--- config.mk ---
export PLATFORM = sky130hd
export DESIGN_NAME = aofg_top
export DESIGN_NICKNAME = d
export VERILOG_FILES = /design/src/design/aofg_pkg.sv /design/src/design/aofg_reg_if.sv /design/src/design/aofg_reg_bank.sv /design/src/design/aofg_top.sv
export SDC_FILE = /design/constraint.sdc
export NUM_CORES = 1
export LEC_CHECK = 0
export BUFFER_PORTS_ARGS = -buffer_cell sky130_fd_sc_hd__buf_2
export CAP_MARGIN = 10
export CORE_UTILIZATION = 40
export DETAILED_ROUTE_END_ITERATION = 10
export PLACE_DENSITY = 0.68
export SETUP_SLACK_MARGIN = 0.5
export SYNTH_ARGS = -nofsm -noshare
export SYNTH_HDL_FRONTEND = slang
export SYNTH_SLANG_ARGS = --single-unit
--- constraint.sdc ---
create_clock -name clk_i -period 2.49 [get_ports clk_i]
set_clock_uncertainty 0.2 [all_clocks]
set_input_delay 0.1245 -clock clk_i [delete_from_list [all_inputs] [get_ports clk_i]]
set_output_delay 0.1245 -clock clk_i [all_outputs]
set_load 0.02 [all_outputs]
--- src/design/aofg_pkg.sv ---
// Overview of operation
// - bit 15 picks byte-wise or word-wise order
// - bit 8: upper/lower or odd/even lanes, only while bit 15 is set (else held 0)
// - per-channel bits alternate whole samples on lanes, only while bit 15 is set (else held 0)
// - filter block enable at bit one
// - channel 2 gain in bits 11:8
// - channel 1 gain in bits 3:0
// - channel 3 gain in bits 11:8
// - channel 4 gain in bits 3:0
// - all registers reset zero, read/write
package aofg_pkg;
    // ****************************************
    // register map
    // ****************************************
    localparam logic [7:0]  AOFG_IDX_FORMAT   = 8'h28;
    localparam logic [7:0]  AOFG_IDX_FILTER   = 8'h29;
    localparam logic [7:0]  AOFG_IDX_GAIN12   = 8'h2A;
    localparam logic [7:0]  AOFG_IDX_GAIN34   = 8'h2B;
    localparam int          AOFG_NUM_REGS     = 4;
    localparam logic [15:0] AOFG_RESET_VALUE  = 16'h0000;
    // ****************************************
    // field positions
    // ****************************************
    localparam int AOFG_POS_LANE_ORDER   = 15;
    localparam int AOFG_POS_INTERLEAVE   = 8;
    localparam int AOFG_POS_ALT_LSB      = 0;
    localparam int AOFG_ALT_WIDTH        = 8;
    localparam int AOFG_POS_FILTER_EN    = 1;
    localparam int AOFG_POS_GAIN_HI      = 8;
    localparam int AOFG_POS_GAIN_LO      = 0;
    localparam int AOFG_GAIN_WIDTH       = 4;

    typedef enum logic [1:0] {
        AOFG_SLOT_FORMAT,
        AOFG_SLOT_FILTER,
        AOFG_SLOT_GAIN12,
        AOFG_SLOT_GAIN34
    } aofg_slot_type;
endpackage : aofg_pkg

--- src/design/aofg_reg_if.sv ---
`timescale 1ns/1ps
interface aofg_reg_if;
    logic        wr;
    logic [1:0]  slot;
    logic [15:0] wdata;
    logic [1:0]  wsel;
    logic [15:0] regs [4];
    modport bank (input wr, input slot, input wdata, input wsel, output regs);
    modport ctrl (output wr, output slot, output wdata, output wsel, input regs);
endinterface : aofg_reg_if

--- src/design/aofg_reg_bank.sv ---
`timescale 1ns/1ps
module aofg_reg_bank
    import aofg_pkg::*;
(
    input  wire logic   clk_i,
    input  wire logic   rst_i,
    aofg_reg_if.bank    rif
);
    // ****************************************
    // storage, one word per slot
    // ****************************************
    genvar g;
    generate
        for (g = 0; g < AOFG_NUM_REGS; g++) begin : g_reg
            // don't-care bits kept so software reads back what it wrote
            always_ff @(posedge clk_i) begin
                if (rst_i) begin
                    rif.regs[g] <= AOFG_RESET_VALUE;
                end else if (rif.wr && rif.slot == 2'(g)) begin
                    if (rif.wsel[0]) begin
                        rif.regs[g][7:0] <= rif.wdata[7:0];
                    end
                    if (rif.wsel[1]) begin
                        rif.regs[g][15:8] <= rif.wdata[15:8];
                    end
                end
            end
        end
    endgenerate
endmodule : aofg_reg_bank

--- src/design/aofg_top.sv ---
`timescale 1ns/1ps
module aofg_top
    import aofg_pkg::*;
(
    input  wire logic        clk_i,
    input  wire logic        rst_i,
    input  wire logic        sample_strobe_i,
    input  wire logic [31:0] wb_adr_i,
    input  wire logic [31:0] wb_dat_i,
    input  wire logic [3:0]  wb_sel_i,
    input  wire logic        wb_we_i,
    input  wire logic        wb_cyc_i,
    input  wire logic        wb_stb_i,
    output logic      [31:0] wb_dat_o,
    output logic             wb_ack_o,
    output logic             wb_err_o,
    output logic             lane_order_select_o,
    output logic             interleave_odd_even_o,
    output logic      [7:0]  per_channel_sample_alternate_o,
    output logic             filter_block_enable_o,
    output logic      [3:0]  amp_factor_first_o,
    output logic      [3:0]  amp_factor_second_o,
    output logic      [3:0]  amp_factor_third_o,
    output logic      [3:0]  amp_factor_fourth_o
);
    aofg_reg_if rif ();

    aofg_reg_bank u_bank (
        .clk_i (clk_i),
        .rst_i (rst_i),
        .rif   (rif)
    );

    // ****************************************
    // wishbone decode
    // ****************************************
    logic        req;
    logic        hit;
    logic [1:0]  next_slot;
    logic [29:0] word_idx;

    assign req      = wb_cyc_i && wb_stb_i && !wb_ack_o && !wb_err_o;
    assign word_idx = wb_adr_i[31:2];
    always_comb begin
        hit       = 1'b1;
        next_slot = 2'd0;
        unique case (word_idx)
            30'(AOFG_IDX_FORMAT): next_slot = 2'(AOFG_SLOT_FORMAT);
            30'(AOFG_IDX_FILTER): next_slot = 2'(AOFG_SLOT_FILTER);
            30'(AOFG_IDX_GAIN12): next_slot = 2'(AOFG_SLOT_GAIN12);
            30'(AOFG_IDX_GAIN34): next_slot = 2'(AOFG_SLOT_GAIN34);
            default:              hit       = 1'b0;
        endcase
    end

    // write lands on the ack edge so master and slave agree on the moment
    // ack only rises for a mapped word, and the master holds the address until then
    assign rif.wr    = wb_ack_o && wb_cyc_i && wb_stb_i && wb_we_i;
    assign rif.slot  = next_slot;
    assign rif.wdata = wb_dat_i[15:0];
    assign rif.wsel  = wb_sel_i[1:0];

    // single-cycle answer; ack drops the cycle after
    always_ff @(posedge clk_i) begin
        if (rst_i) begin
            wb_ack_o <= 1'b0;
            wb_err_o <= 1'b0;
        end else begin
            wb_ack_o <= req && hit;
            wb_err_o <= req && !hit;
        end
    end

    // upper half reads zero
    always_ff @(posedge clk_i) begin
        if (rst_i) begin
            wb_dat_o <= 32'h0000_0000;
        end else if (req && hit && !wb_we_i) begin
            wb_dat_o <= {16'h0000, rif.regs[next_slot]};
        end else begin
            wb_dat_o <= 32'h0000_0000;
        end
    end

    // ****************************************
    // apply settings at sample boundary
    // ****************************************
    // register copies move only on a strobe, so a sample never sees a half-written format
    always_ff @(posedge clk_i) begin
        if (rst_i) begin
            lane_order_select_o            <= 1'b0;
            interleave_odd_even_o          <= 1'b0;
            per_channel_sample_alternate_o <= 8'h00;
        end else if (sample_strobe_i) begin
            lane_order_select_o <= rif.regs[AOFG_SLOT_FORMAT][AOFG_POS_LANE_ORDER];
            // lower format bits only act once lane order is set by software
            if (rif.regs[AOFG_SLOT_FORMAT][AOFG_POS_LANE_ORDER]) begin
                interleave_odd_even_o <=
                    rif.regs[AOFG_SLOT_FORMAT][AOFG_POS_INTERLEAVE];
                per_channel_sample_alternate_o <=
                    rif.regs[AOFG_SLOT_FORMAT][AOFG_POS_ALT_LSB +: AOFG_ALT_WIDTH];
            end else begin
                interleave_odd_even_o          <= 1'b0;
                per_channel_sample_alternate_o <= 8'h00;
            end
        end
    end

    always_ff @(posedge clk_i) begin
        if (rst_i) begin
            filter_block_enable_o <= 1'b0;
        end else if (sample_strobe_i) begin
            filter_block_enable_o <= rif.regs[AOFG_SLOT_FILTER][AOFG_POS_FILTER_EN];
        end
    end

    always_ff @(posedge clk_i) begin
        if (rst_i) begin
            amp_factor_first_o  <= 4'h0;
            amp_factor_second_o <= 4'h0;
            amp_factor_third_o  <= 4'h0;
            amp_factor_fourth_o <= 4'h0;
        end else if (sample_strobe_i) begin
            amp_factor_second_o <=
                rif.regs[AOFG_SLOT_GAIN12][AOFG_POS_GAIN_HI +: AOFG_GAIN_WIDTH];
            amp_factor_first_o  <=
                rif.regs[AOFG_SLOT_GAIN12][AOFG_POS_GAIN_LO +: AOFG_GAIN_WIDTH];
            amp_factor_third_o  <=
                rif.regs[AOFG_SLOT_GAIN34][AOFG_POS_GAIN_HI +: AOFG_GAIN_WIDTH];
            amp_factor_fourth_o <=
                rif.regs[AOFG_SLOT_GAIN34][AOFG_POS_GAIN_LO +: AOFG_GAIN_WIDTH];
        end
    end
endmodule : aofg_top

==> metrics <==
run status complete, no violations; Setup Total Neg Slack 0 ns; power density of the placed cells 553.9 nW/um^2; grt total ovfl 0; MaxCap Viol Count 0; clock insertion delay at the later pin of the skew report approximately 0.35 ns; class of the tightest hold or removal check in2reg; chip width 112.8 um; Port Buf Inserts 98; total of warnings raised by yosys 0; buffers inserted during post-CTS setup optimization 0; CTS tree done; post-route insts no fill 742; post-layout total power approximately 0.0033 W; share of layout cells above drive strength 1 26.22%; total number of H-tree levels 3; fraction of the mapped netlist area in adder cells 0%; transition at the pin with the smallest max-transition slack 0.8425 ns; CP Data Required Time 2.54 ns; synthesized-area fraction occupied by and/or/nand/nor cells 23.86%; flop and latch count out of synthesis 109; commonest cells after routing, fill and taps aside dfxtp_1, buf_2, mux2i_1; cells along the critical path nor3_1 -> nand3_1 -> or4_4 -> a311oi_1; core area 11960 sq um; via count of the first global-routing pass about 3900; number of failing hold endpoints at the final stage 0; number of iterations in the first detailed-routing pass 4; proportion of synthesized flip-flops having asynchronous set or reset 0%; IO Count approximately 140; most common cell after layout, fill and taps aside dfxtp_1; Static Leakage 2.653 nW; routed length per instance 15.84 um; synthesized-area fraction occupied by ao, oa, aoi and oai cells 9.381%; stage delay of the slowest cell on the critical path around 0.61 ns; time the worst path needs with I/O delays and setup 1.876 ns; ant diodes 0; Post-Syn Area 4908 sq um; portion of netlist area occupied by mux cells 16.52%; Routed Antenna Nets 0; final estimated routing congestion in global placement approximately 0.80; VDD IR-drop max 0.0003118 V; Final nets 664; Max Freq between 0.5 and 0.6 GHz; residual DRC count 0; number of pins with negative max-slew slack in the final report 0; initial drt markers 223; clock edge transition at the registers on the reported setup and hold paths 0.07 ns; initial core utilization 41.04%; Core Rows 40; commonest register cell after synthesis dfxtp_1; worst endpoint data arrival time 1.93 ns; placed wire-length estimate after detailed placement 7977 um; dominant combinational cell family by area after synthesis simple AND/OR/NAND/NOR gates; post-synth cell types 33; final setup vio count 0; unrepaired setup endpoints after global routing true; FILL cells between 1000 and 1500; number of enable flip-flop cells after synthesis 0; CTS Sinks 109; XOR/XNOR share of the synthesized area 0%; worst setup path class reg2reg; number of CTS-inserted buffers 9; Clock Root Buffer clkbuf_16; CTS Buffer Depth 2; overall die height 112.8 um; Avg Vias per Cell 5.151; vias after detailed routing 3822; CP max-delay cell or4_4; initial antenna violation count 0; Post-Synthesis Cells 479; Max-Slew Margin vs Limit 43.83%; largest net degree at the start of global routing 108; syn avg cell area 10.25 sq um; crit-path max FO 16; Layout area overhead 22.13%; global-route wire length before repair 19350 um; cell count after placement 705; final wirelength ~12000 um; Die Area 12720 sq um; ratio of final minimum period to clock period 75.34%; capturing element type of the critical path flip-flop; fraction of the yosys area taken by sequential cells about 44%; overall global routing resource usage 19.56%; element type at the critical path start flip-flop
-- layer usage --
layer | track usage [%] | vias up | wire (um)
met5 | 0 | - | 0
met3 | 4.285 | 14 | 506
met2 | 32.92 | 116 | 5767
met1 | 24.41 | 1829 | 5260
li1 | - | 1863 | -
met4 | 7.733 | 0 | 222
-- cell families after synthesis --
| kind of cell | Yosys count |
|---|---|
| simple gates | 188 |
| flops | 109 |
| mux | 81 |
| buf+inv | 53 |
| compound gates | 47 |
| other cells | 1 |
-- what timing repair did --
item	4_1_cts	5_1_grt
hold buffers	21	0
gates resized for setup	0	5
setup endpoints to repair	0	27
hold endpoints to repair	68	0
-- power breakdown --
part / switching (W) / internal [W] / total, W
logic: 0.000144 / 0.0000974 / 0.000241
registers: 0.000000418 / 0.00174 / 0.00174
clock network: 0.000655 / 0.000682 / 0.00134
total: 0.000799 / 0.00252 / 0.00332
-- state kept, by name (all words and copies together) (netlist names) --
| signal | count |
|---|---|
| amp_factor_first_o | 4 |
| per_channel_sample_alternate_o | 8 |
| lane_order_select_o | 1 |
| amp_factor_third_o | 4 |
| u_bank.rif.regs | 64 |
| wb_ack_o | 1 |
| wb_err_o | 1 |
| interleave_odd_even_o | 1 |
| amp_factor_fourth_o | 4 |
| amp_factor_second_o | 4 |
| filter_block_enable_o | 1 |
| wb_dat_o | 16 |
-- final timing paths --
check	from	to	slack, ns	cells past startpoint
max reg2reg	wb_ack_o	wb_dat_o[3]	0.61	4
max	wb_ack_o	wb_dat_o[3]	0.61	4
min reg2reg	u_bank.rif.regs[59]	u_bank.rif.regs[59]	0.27	2
min	wb_adr_i[3]	wb_dat_o[2]	0.05	3
-- synthesized netlist by cell type, types with 3 or more instances --
cell type	n	area, sq um
a211oi_1	16	120.1
a22oi_1	9	67.56
a311oi_1	6	52.55
a311oi_2	10	150.1
and4_1	4	35.03
buf_4	16	120.1
clkbuf_1	28	105.1
dfxtp_1	109	2182
inv_1	3	11.26
mux2i_1	81	810.8
nand2_1	17	63.81
nand2b_1	80	500.5
nand3_1	19	95.09
nand4_1	4	25.02
nor2_1	32	120.1
nor2b_1	17	106.4
nor4_4	6	127.6
-- critical path, delay by kind of cell (launching register included) --
kind            cells  cell delay [ns]
compound gates      1             0.32
simple gates        3             0.92
flops               1             0.34
-- through the flow --
step / hold slack, ns / area [sq um] / setup slack [ns] / util [%]
global placement: 0.2319 / 5492 / 0.2902 / 45.91
floorplan: 0.09986 / 4965 / 0.5782 / -
finish: 0.05344 / 5995 / 0.6140 / 50.12
detailed placement: 0.2442 / 5492 / 0.2481 / 45.91
CTS: 0.05709 / 5976 / 0.5446 / 49.96
global route: 0.08213 / 5995 / 0.4873 / 50.12
-- layout make-up --
class | instances | area [sq um] | share of cell area (%)
flip-flops and latches | 109 | 2182 | 36.40
clock buffers | 9 | 225.2 | 3.757
repair buffers | 134 | 813.3 | 13.57
multi-input cells | 332 | 2526 | 42.14
clock inverters | 7 | 48.80 | 0.8140
inverters | 4 | 15.01 | 0.2505
well taps | 147 | 183.9 | 3.068
No activity file was read; power rests on OpenSTA's default activity.
